File: src/logic/query_pkg.sv
// Purpose: Shared constants and types for the flash query space block
// Assumes: Query entries are word wide, one per APB word
// Notes:   Entry offsets are relative to the pointer held at the pointer location
package query_pkg;

  localparam int IDX_W  = 10;
  localparam int WORD_W = 16;
  localparam int NUM_ENT = 21;

  // Pointer location and the pointer it holds
  localparam logic [IDX_W-1:0]  PTR_LOC = 10'h015;
  localparam logic [WORD_W-1:0] PTR_VAL = 16'h010A;

  // Entry displacements from the pointer, in address order
  localparam logic [NUM_ENT-1:0][7:0] ENT_DELTA = {
    8'h31, 8'h30, 8'h2F, 8'h2E, 8'h2D, 8'h2C, 8'h2B, 8'h2A, 8'h29, 8'h28, 8'h27,
    8'h26, 8'h25, 8'h24, 8'h23, 8'h22, 8'h21, 8'h20, 8'h1F, 8'h1E, 8'h1D};

  localparam logic [NUM_ENT-1:0][WORD_W-1:0] ENT_DATA = {
    16'h0003, 16'h0001, 16'h0000, 16'h0064, 16'h0002, 16'h0000, 16'h0000,
    16'h0007, 16'h0001, 16'h0000, 16'h0000, 16'h0011, 16'h0000, 16'h000F,
    16'h0002, 16'h0007, 16'h0003, 16'h0002, 16'h0001, 16'h0004, 16'h0003};

  // Displacements named for checking
  localparam logic [7:0] D_PAGE    = 8'h1D;
  localparam logic [7:0] D_SYNCNUM = 8'h1E;
  localparam logic [7:0] D_SYNC1   = 8'h1F;
  localparam logic [7:0] D_BANKNUM = 8'h23;
  localparam logic [7:0] D_BANKCNT = 8'h24;
  localparam logic [7:0] D_CONC    = 8'h26;
  localparam logic [7:0] D_OTHPRG  = 8'h27;
  localparam logic [7:0] D_OTHERS  = 8'h28;
  localparam logic [7:0] D_BLKTYP  = 8'h29;
  localparam logic [7:0] D_BLKDSC  = 8'h2A;
  localparam logic [7:0] D_ENDUR   = 8'h2E;
  localparam logic [7:0] D_CELL    = 8'h30;
  localparam logic [7:0] D_MODE    = 8'h31;

  // Own registers, word indices
  localparam logic [IDX_W-1:0] IDX_CTRL   = 10'h1F0;
  localparam logic [IDX_W-1:0] IDX_RDCFG  = 10'h1F1;
  localparam logic [IDX_W-1:0] IDX_STATUS = 10'h1F2;

  localparam int          CTRL_EN_BIT = 0;
  localparam logic [31:0] CTRL_RST    = 32'h0000_0001;
  localparam logic [2:0]  RDCFG_RST   = 3'h7;
  localparam logic [2:0]  BURST_CONT  = 3'h7;
  localparam int          ST_CNT_LSB  = 0;
  localparam int          ST_CONT_BIT = 16;
  localparam int          ST_LEN_LSB  = 17;

  typedef struct packed {
    logic        sel;
    logic        enable;
    logic        write;
    logic [11:0] addr;
    logic [31:0] wdata;
  } apb_req_t;

endpackage : query_pkg

File: src/logic/query_rom.sv
// Purpose: Constant query table with registered read data
// Assumes: Index is a word index into the query space
// Notes:   Misses read as zero with hit low
module query_rom #(
  parameter int IDX_W  = query_pkg::IDX_W,
  parameter int WORD_W = query_pkg::WORD_W
) (
  input  wire logic              clk_in,
  input  wire logic              rst_in,
  input  wire logic              rd_en_in,
  input  wire logic [IDX_W-1:0]  rd_idx_in,
  output logic      [WORD_W-1:0] rd_data_out,
  output logic                   rd_hit_out
);

  logic [query_pkg::NUM_ENT-1:0] hit;
  logic [WORD_W-1:0]             data_d;
  logic                          hit_d;

  for (genvar i = 0; i < query_pkg::NUM_ENT; i++) begin : g_ent
    assign hit[i] = (rd_idx_in == IDX_W'(query_pkg::PTR_VAL)
                     + IDX_W'(query_pkg::ENT_DELTA[i]));
  end

  always_comb begin
    data_d = '0;
    hit_d  = 1'b0;
    for (int i = 0; i < query_pkg::NUM_ENT; i++) begin
      if (hit[i]) begin
        data_d = data_d | query_pkg::ENT_DATA[i];
        hit_d  = 1'b1;
      end
    end
    if (rd_idx_in == query_pkg::PTR_LOC) begin
      data_d = query_pkg::PTR_VAL;
      hit_d  = 1'b1;
    end
  end

  always_ff @(posedge clk_in) begin
    if (rst_in) begin
      rd_data_out <= '0;
      rd_hit_out  <= 1'b0;
    end else if (rd_en_in) begin
      rd_data_out <= data_d;
      rd_hit_out  <= hit_d;
    end
  end

endmodule // query_rom

File: src/logic/query_space.sv
// Purpose: APB slave exposing the burst and bank region 1 query entries
// Assumes: APB master on the same clock; one wait state per transfer
// Notes:   Query words sit at byte address four times their query offset
module query_space (
  input  wire logic        CLOCK_IN,
  input  wire logic        RST_IN,
  input  wire logic        PSEL_IN,
  input  wire logic        PENABLE_IN,
  input  wire logic        PWRITE_IN,
  input  wire logic [11:0] PADDR_IN,
  input  wire logic [31:0] PWDATA_IN,
  output logic      [31:0] PRDATA_OUT,
  output logic             PREADY_OUT,
  output logic             PSLVERR_OUT
);

  typedef enum logic [1:0] {ST_IDLE, ST_FETCH, ST_ANSWER} state_t;

  query_pkg::apb_req_t               req;
  state_t                            state_q;
  logic [query_pkg::IDX_W-1:0]       idx;
  logic [query_pkg::IDX_W-1:0]       idx_q;
  logic                              write_q;
  logic                              setup;
  logic                              wr_ok_q;
  logic [query_pkg::WORD_W-1:0]      rom_data;
  logic                              rom_hit;
  logic [31:0]                       ctrl_q;
  logic [2:0]                        rdcfg_q;
  logic [15:0]                       rd_cnt_q;
  logic                              cont_q;
  logic [7:0]                        len_q;
  logic [31:0]                       status;
  logic [31:0]                       rdata_d;
  logic                              err_d;
  logic                              qry_ok_d;
  logic                              qry_ok_q;

  assign req    = '{sel: PSEL_IN, enable: PENABLE_IN, write: PWRITE_IN,
                    addr: PADDR_IN, wdata: PWDATA_IN};
  assign setup  = req.sel && !req.enable;
  assign idx    = req.addr[11:2];

  // Table lookup starts on the setup cycle so the answer needs one wait state
  query_rom #(
    .IDX_W  (query_pkg::IDX_W),
    .WORD_W (query_pkg::WORD_W)
  ) u_rom (
    .clk_in      (CLOCK_IN),
    .rst_in      (RST_IN),
    .rd_en_in    (setup && !req.write),
    .rd_idx_in   (idx),
    .rd_data_out (rom_data),
    .rd_hit_out  (rom_hit)
  );

  assign status = {7'h00, len_q, cont_q, rd_cnt_q};

  // Decode of the latched request
  always_comb begin
    rdata_d  = '0;
    err_d    = 1'b0;
    qry_ok_d = 1'b0;
    case (idx_q)
      query_pkg::IDX_CTRL:   rdata_d = ctrl_q;
      query_pkg::IDX_RDCFG:  rdata_d = {29'h0, rdcfg_q};
      query_pkg::IDX_STATUS: begin
        rdata_d = status;
        err_d   = write_q;
      end
      default: begin
        if (write_q || !rom_hit || !ctrl_q[query_pkg::CTRL_EN_BIT]) begin
          err_d = 1'b1;
        end else begin
          rdata_d  = {16'h0000, rom_data};
          qry_ok_d = 1'b1;
        end
      end
    endcase
  end

  always_ff @(posedge CLOCK_IN) begin
    if (RST_IN) begin
      state_q     <= ST_IDLE;
      idx_q       <= '0;
      write_q     <= 1'b0;
      wr_ok_q     <= 1'b0;
      qry_ok_q    <= 1'b0;
      PRDATA_OUT  <= '0;
      PREADY_OUT  <= 1'b0;
      PSLVERR_OUT <= 1'b0;
    end else begin
      case (state_q)
        ST_IDLE: begin
          if (setup) begin
            idx_q   <= idx;
            write_q <= req.write;
            state_q <= ST_FETCH;
          end
        end
        ST_FETCH: begin
          PRDATA_OUT  <= write_q ? 32'h0000_0000 : rdata_d;
          PSLVERR_OUT <= err_d;
          PREADY_OUT  <= 1'b1;
          wr_ok_q     <= write_q && !err_d;
          qry_ok_q    <= qry_ok_d;
          state_q     <= ST_ANSWER;
        end
        ST_ANSWER: begin
          PREADY_OUT  <= 1'b0;
          PSLVERR_OUT <= 1'b0;
          PRDATA_OUT  <= '0;
          wr_ok_q     <= 1'b0;
          qry_ok_q    <= 1'b0;
          state_q     <= ST_IDLE;
        end
        default: state_q <= ST_IDLE;
      endcase
    end
  end

  // Writes land on the edge that completes the access
  always_ff @(posedge CLOCK_IN) begin
    if (RST_IN) begin
      ctrl_q <= query_pkg::CTRL_RST;
    end else if (wr_ok_q && req.sel && req.enable && idx_q == query_pkg::IDX_CTRL) begin
      ctrl_q <= {31'h0, req.wdata[query_pkg::CTRL_EN_BIT]};
    end
  end

  // host copies a code into bits 0-2
  always_ff @(posedge CLOCK_IN) begin
    if (RST_IN) begin
      rdcfg_q <= query_pkg::RDCFG_RST;
    end else if (wr_ok_q && req.sel && req.enable && idx_q == query_pkg::IDX_RDCFG) begin
      rdcfg_q <= req.wdata[2:0];
    end
  end

  always_ff @(posedge CLOCK_IN) begin
    if (RST_IN) begin
      cont_q <= 1'b1;
      len_q  <= '0;
    end else begin
      cont_q <= (rdcfg_q == query_pkg::BURST_CONT);
      len_q  <= (rdcfg_q == query_pkg::BURST_CONT) ? 8'h00 : 8'h02 << rdcfg_q;
    end
  end

  // Counts query reads, saturating so software never sees a wrap
  always_ff @(posedge CLOCK_IN) begin
    if (RST_IN) begin
      rd_cnt_q <= '0;
    end else if (qry_ok_q && req.sel && req.enable && rd_cnt_q != 16'hFFFF) begin
      rd_cnt_q <= 16'(rd_cnt_q + 16'h0001);
    end
  end
endmodule // query_space

File: config.mk
export PLATFORM = sky130hd
export DESIGN_NAME = query_space
export DESIGN_NICKNAME = d
export VERILOG_FILES = /design/src/logic/query_pkg.sv /design/src/logic/query_rom.sv /design/src/logic/query_space.sv
export SDC_FILE = /design/constraint.sdc
export NUM_CORES = 1
export LEC_CHECK = 0
export BUFFER_PORTS_ARGS = -buffer_cell sky130_fd_sc_hd__buf_2
export CORE_MARGIN = 3
export CORE_UTILIZATION = 25
export CTS_CLUSTER_DIAMETER = 30
export CTS_CLUSTER_SIZE = 28
export DETAILED_ROUTE_END_ITERATION = 16
export GPL_TIMING_DRIVEN = 0
export HOLD_SLACK_MARGIN = 0.08
export PLACE_DENSITY = 0.54
export SYNTH_ARGS = -nofsm -noshare
export SYNTH_HDL_FRONTEND = slang
export SYNTH_SLANG_ARGS = --single-unit
File: constraint.sdc
create_clock -name CLOCK_IN -period 2.6 [get_ports CLOCK_IN]
set_input_delay 0.26 -clock CLOCK_IN [delete_from_list [all_inputs] [get_ports CLOCK_IN]]
set_output_delay 0.26 -clock CLOCK_IN [all_outputs]
set_load 0.01 [all_outputs]
## Word-level counts from Yosys, hierarchy flattened

Cells that the tools add are included.

| storage, ports and cells | value |
|---|---|
| bits in registers | 95 |
| input port bits | 49 |
| output and inout port bits | 34 |
| logic and storage cells | 122 |

| operators by class | value |
|---|---|
| add/subtract/negate cells | 1 |
| eq/ne operators | 30 |
| shifts and indexed selects | 1 |
| mux-type cells | 52 |
| reductions and logical operators | 23 |

Operator list:

| cell | count |
|---|---|
| 10-bit by 9-bit equality test with 1-bit output, second input constant | 24 |
| 25-bit case mux with 3 select lines | 1 |
| 32-bit case mux with 2 select lines | 1 |
| 32-bit 2-to-1 mux | 1 |
| 1-bit 2-to-1 mux | 28 |
| 16-bit by 1-bit adder with 16-bit output, second input constant | 1 |
| 16-bit 2-to-1 mux | 1 |
| 16-bit inequality test, second input constant | 1 |
| 2-bit 2-to-1 mux | 7 |
| 10-bit by 5-bit equality test with 1-bit output, second input constant | 1 |
| 1-bit logical AND | 10 |
| 1-bit case mux with 2 select lines | 5 |
| 3-bit 2-to-1 mux | 3 |
| 9-bit 2-to-1 mux | 1 |
| 2-bit by 3-bit << shifter with 8-bit output, first input constant | 1 |
| 7-bit 2-to-1 mux | 1 |
| 1-bit logical NOT | 5 |
| 5-bit 2-to-1 mux | 1 |
| 4-bit 2-to-1 mux | 1 |
| 2-bit case mux with 2 select lines | 1 |
| 2-bit OR reduction | 2 |
| 3-bit equality test, second input constant | 1 |
| 3-bit OR reduction | 1 |
| 2-bit by 1-bit equality test with 1-bit output, second input constant | 1 |
| 6 further kinds | 7 |

## Logic depth before layout (Yosys ltp)

| logic depth | value |
|---|---|
| depth after elaboration | 23 |
| depth in mapped cells | 7 |
| mapped depth without buffers | 6 |

## Modules after synthesis

From an unflattened synthesis, not the netlist that was laid out.

| second synthesis, totals | value |
|---|---|
| cell total of the unflattened synthesis | 421 |
| area, all modules | 3703.6 um^2 |

By module, submodules not included:

| module | instances | cells each | area an instance (um^2) | sequential area each (um^2) |
|---|---|---|---|---|
| query_space | 1 | 339 | 3057.9 | 1381.3 |
| query_rom | 1 | 82 | 645.6 | 160.2 |

## Worst setup path after synthesis

Ideal clock, no wire load.

| path | value |
|---|---|
| path kind | reg2reg |
| start point | register state_q[0] |
| end point | register PRDATA_OUT[22] |
| setup time | 0.065 ns |
| data arrival time | 1.978 ns |
| required time | 2.535 ns |
| path slack | 0.556 ns |
| stages on the path, launching flop included | 8 |
| buffers on the path | 1 |
| period minus slack after synthesis | 2.044 ns |
| cells stage by stage | dfxtp_1 -> inv_1 -> ha_1 -> or3b_2 -> nor4b_4 -> buf_6 -> a22oi_1 -> nor2_1 |

| on the way | value |
|---|---|
| cells in the longest elaborated chain, start to end | 2 |
| elaborated cells on any way between the ends | 4 |
| those cells by class | eq/ne (2); mux (1); reduce/logical (1) |

RTL lines:

| item | RTL line | source |
|---|---|---|
| from (decl) | query_space.sv:20 | `state_t state_q;` |
| from (signal assigned) | query_space.sv:84 | `state_q <= ST_IDLE;` |
| from (signal assigned) | query_space.sv:98 | `state_q <= ST_FETCH;` |
| from (signal assigned) | query_space.sv:107 | `state_q <= ST_ANSWER;` |
| 2-bit equality test / 2-bit by 1-bit equality test with 1-bit output (equally long branches) | query_space.sv:93 | `case (state_q)` |
| 32-bit case mux with 2 select lines / 2-bit nonzero test (equally long branches) | n/a |  |
| to (signal assigned) | query_space.sv:102 | `PRDATA_OUT <= write_q ? 32'h0000_0000 : rdata_d;` |
| to (decl) | query_space.sv:12 | `output logic [31:0] PRDATA_OUT,` |

Several ways; a longest one is shown, not always the timed one.
A chain may end at the register's enable or synchronous reset.

## Worst setup path in the final report

| path | value |
|---|---|
| start point | register state_q[1] |
| end point | register PRDATA_OUT[4] |

Same word-level chain as after synthesis.

==> run summary <==
Yosys warns -> 0
Worst path cell trace -> inv_1 > ha_1 > or3b_2 > a311oi_1 > a222oi_1 > nor2_1
Vias -> 3260
Logic gate share of total power -> 7.7%
Highest Clock Rate -> 0.415 GHz
Crit-path max FO -> 6
Worst Tran Pin Value -> 0.763 ns
Post-Syn Area per Cell -> 8.58 um^2
Worst setup path class -> flop to flop
Cts bufs inserted -> 9
Primary FF master, synth -> dfxtp_1
Peak supply drop -> 0.000279 V
Met3 WL post-DR -> 411 um
Final Max Tran Viols -> 0
CP max stage cell -> a311oi_1
Net switching power figure -> 656 uW
RSZ-0062 raised after global routing -> false
FFs w/ async S/R, synth -> 0%
Status -> complete, no violations
Initial core utilization -> 25.6%
Antenna diodes -> 0
PostCTS Resize Cnt -> 0
Uppermost layer routed -> met4
Layout cells sized above 1 -> 18.3%
Post-place setup slack -> 0.150 ns
Worst hold path class -> input port to flop
Met2 WL -> 4.52 mm
Die width -> 125 um
Post-layout min period -> 2.41 ns
Clock Path Buffers -> 2
Net count, final -> 530
Distinct cell type count after synthesis -> 58
CTS tree -> done
Setup crit start kind -> flop
Layout area overhead -> 22.5%
Data arrival, critical path -> 2.68 ns
Drt drc -> 0
Cell internal pwr -> 2080 uW
Die height -> 125 um
Row count -> 43
Ports -> 83
Root Driver -> clkbuf_16
Mapped Area -> 3570 um^2
Relative slew slack -> 49.0%
Worst Skew -> 0.00695 ns
Sequential area share after synthesis -> 43.2%
Final setup margin -> 0.189 ns
RD Place Congestion -> 0.812
Drt first pass iters -> 6
Buffers on Ports -> 41
H-tree depth -> 3
M1 wire length -> 4.62 mm
Antenna Nets Post-Route -> 0
Initial antenna violation count -> 0
Clock sink count -> 77
Flops & latches, synth -> 77
Critical Path RT -> 2.87 ns
Mapped Cells -> 416
Die area -> 15700 um^2
Setup crit end kind -> flop
Vias in the first global route -> 3080
Total negative setup slack -> 0 ns
Final setup fails -> 0
Area of the multi-input gates -> 1850 um^2
Core Box Area -> 13900 um^2
Fillers -> 1471
Routed wire length -> 9.66 mm
Switching portion of total power -> 24.0%
Part of the power in registers -> 44.2%
Detailed-route wire length per cell -> 14.6 um
WHS -> 0.141 ns
Sequential Area -> 1540 um^2
Max_cap viols -> 0
Post-synth EDFFs -> 0
Clock power frac -> 48.1%
Pwr dens -> 625 nW/um^2
HPWL after DPL -> 7.24 mm
Tcrit/Tclk final -> 92.7%
Total track usage -> 12.3%
Clk slew on worst S/H paths -> 0.06 ns
GRT overflow -> 0
Skew-Pair Late Insertion Delay -> 0.33 ns
Highest cell delay on the worst timing path -> 0.62 ns
Hold-fix buffers, CTS -> 0
Vias per cell -> 4.92
Largest net degree at the start of global routing -> 15
Leakage -> 0.00163 uW
Global-route wire length before repair -> 15.5 mm
Initial drt markers -> 226
Final Hold Viols -> 0
## cell families after synthesis
family	Yosys count	synth area share, %
AND/OR/NAND/NOR	185	27.8
buffers and inverters	43	5.79
flip-flops	77	43.2
multiplexers	13	3.96
other	1	0.105
AO/OA/AOI/OAI	93	17.7
adder cells (fa/ha/maj)	4	1.40
## synthesized netlist by cell type, types with 4 or more instances
library cell | count | area, um^2
buf_1 | 4 | 15.0
inv_1 | 7 | 26.3
a22o_1 | 5 | 43.8
nand2_1 | 39 | 146
nand2b_1 | 10 | 62.6
o21ai_0 | 6 | 30.0
clkbuf_1 | 19 | 71.3
ha_1 | 4 | 50.1
mux2_2 | 9 | 101
nand4_1 | 8 | 50.1
nand3_1 | 18 | 90.1
mux2i_1 | 4 | 40.0
and3_1 | 4 | 25.0
a22oi_1 | 18 | 135
a21oi_1 | 33 | 165
o31ai_1 | 4 | 30.0
nor3_1 | 11 | 55.1
dfxtp_1 | 77 | 1540
buf_4 | 8 | 60.1
nor2_1 | 45 | 169
nor4_1 | 7 | 43.8
nor2b_1 | 15 | 93.8
## worst max-delay path, delay by kind of cell, from the launching register on
family | cells | cell delay [ns]
buf+inv | 1 | 0.07
compound gates | 2 | 0.83
simple gates | 2 | 0.67
flops | 1 | 0.36
fa+ha+maj | 1 | 0.40
## per-layer routing
layer | up-vias | GRT usage [%]
met2 | 69 | 19.9
li1 | 1619 | -
met3 | 10 | 3.08
met1 | 1562 | 16.1
met5 | - | 0
met4 | 0 | 3.83
## cell usage in the layout (no fill, tap or decap), drive strengths merged, types with 2 or more instances in the layout
cell    count
a211o       3
a211oi      3
a21oi      33
a222oi      3
a22o        5
a22oi      18
a31oi       3
a32o        2
and3        4
and4        3
buf        59
clkbuf     31
conb        8
dfxtp      77
ha          4
inv         9
mux2        9
mux2i       4
nand2      39
nand2b     10
nand3      18
nand3b      3
nand4       8
nand4b      2
nor2       45
nor2b      15
nor3       11
nor3b       3
nor4        8
nor4b       3
o211ai      2
o21ai       6
o31ai       4
or3         2
or3b        3
or4         3
or4b        2
## final timing paths
check	start	slack, ns	to	cells after the start
worst max-delay path	state_q[1]	0.19	PRDATA_OUT[4]	6
worst min-delay path	PWDATA_IN[1]	0.14	rdcfg_q[1]	2
worst max register to register	state_q[1]	0.19	PRDATA_OUT[4]	6
worst min register to register	PRDATA_OUT[5]	0.46	PRDATA_OUT[5]	2
## power by group through the flow
stage / registers [uW] / logic [uW] / clock network [uW]
finish: 1210 / 210 / 1310
floorplan: 1230 / 140 / 0
CTS: 1210 / 211 / 1350
global placement: 1230 / 206 / 0
global route: 1210 / 234 / 1400
detailed placement: 1230 / 210 / 0
## sequential cells by signal, indices dropped and copies added, names as in the netlist
name / count
rdcfg_q: 3
idx_q: 10
write_q: 1
state_q: 2
PSLVERR_OUT: 1
ctrl_q: 1
wr_ok_q: 1
u_rom.rd_hit_out: 1
qry_ok_q: 1
len_q: 7
rd_cnt_q: 16
PRDATA_OUT: 24
cont_q: 1
u_rom.rd_data_out: 7
PREADY_OUT: 1
## through the flow
step / instances / power, uW / utilization (%) / area, um^2
final: 662 / 2730 / 31.4 / 4370
after global routing: 662 / 2840 / 31.4 / 4370
after CTS: 660 / 2770 / 31.2 / 4340
after detailed placement: 644 / 1440 / 28.9 / 4030
after global placement: 644 / 1440 / 28.9 / 4030
after floorplan: 423 / 1370 / - / 3590
## final cells by class
type	instances	share of cell area, %
Multi-Input combinational cell	303	42.2
Sequential cell	77	35.3
Clock buffer	11	5.78
Timing Repair Buffer	43	5.32
Tap cell	180	5.15
Buffer	36	4.12
Clock inverter	5	1.52
Inverter	7	0.601
## what timing repair did
action                     CTS  global route
setup endpoints to repair    0             1
buffers inserted             0             2
hold endpoints to repair     0             0
No activity file was read; power rests on OpenSTA's default activity.
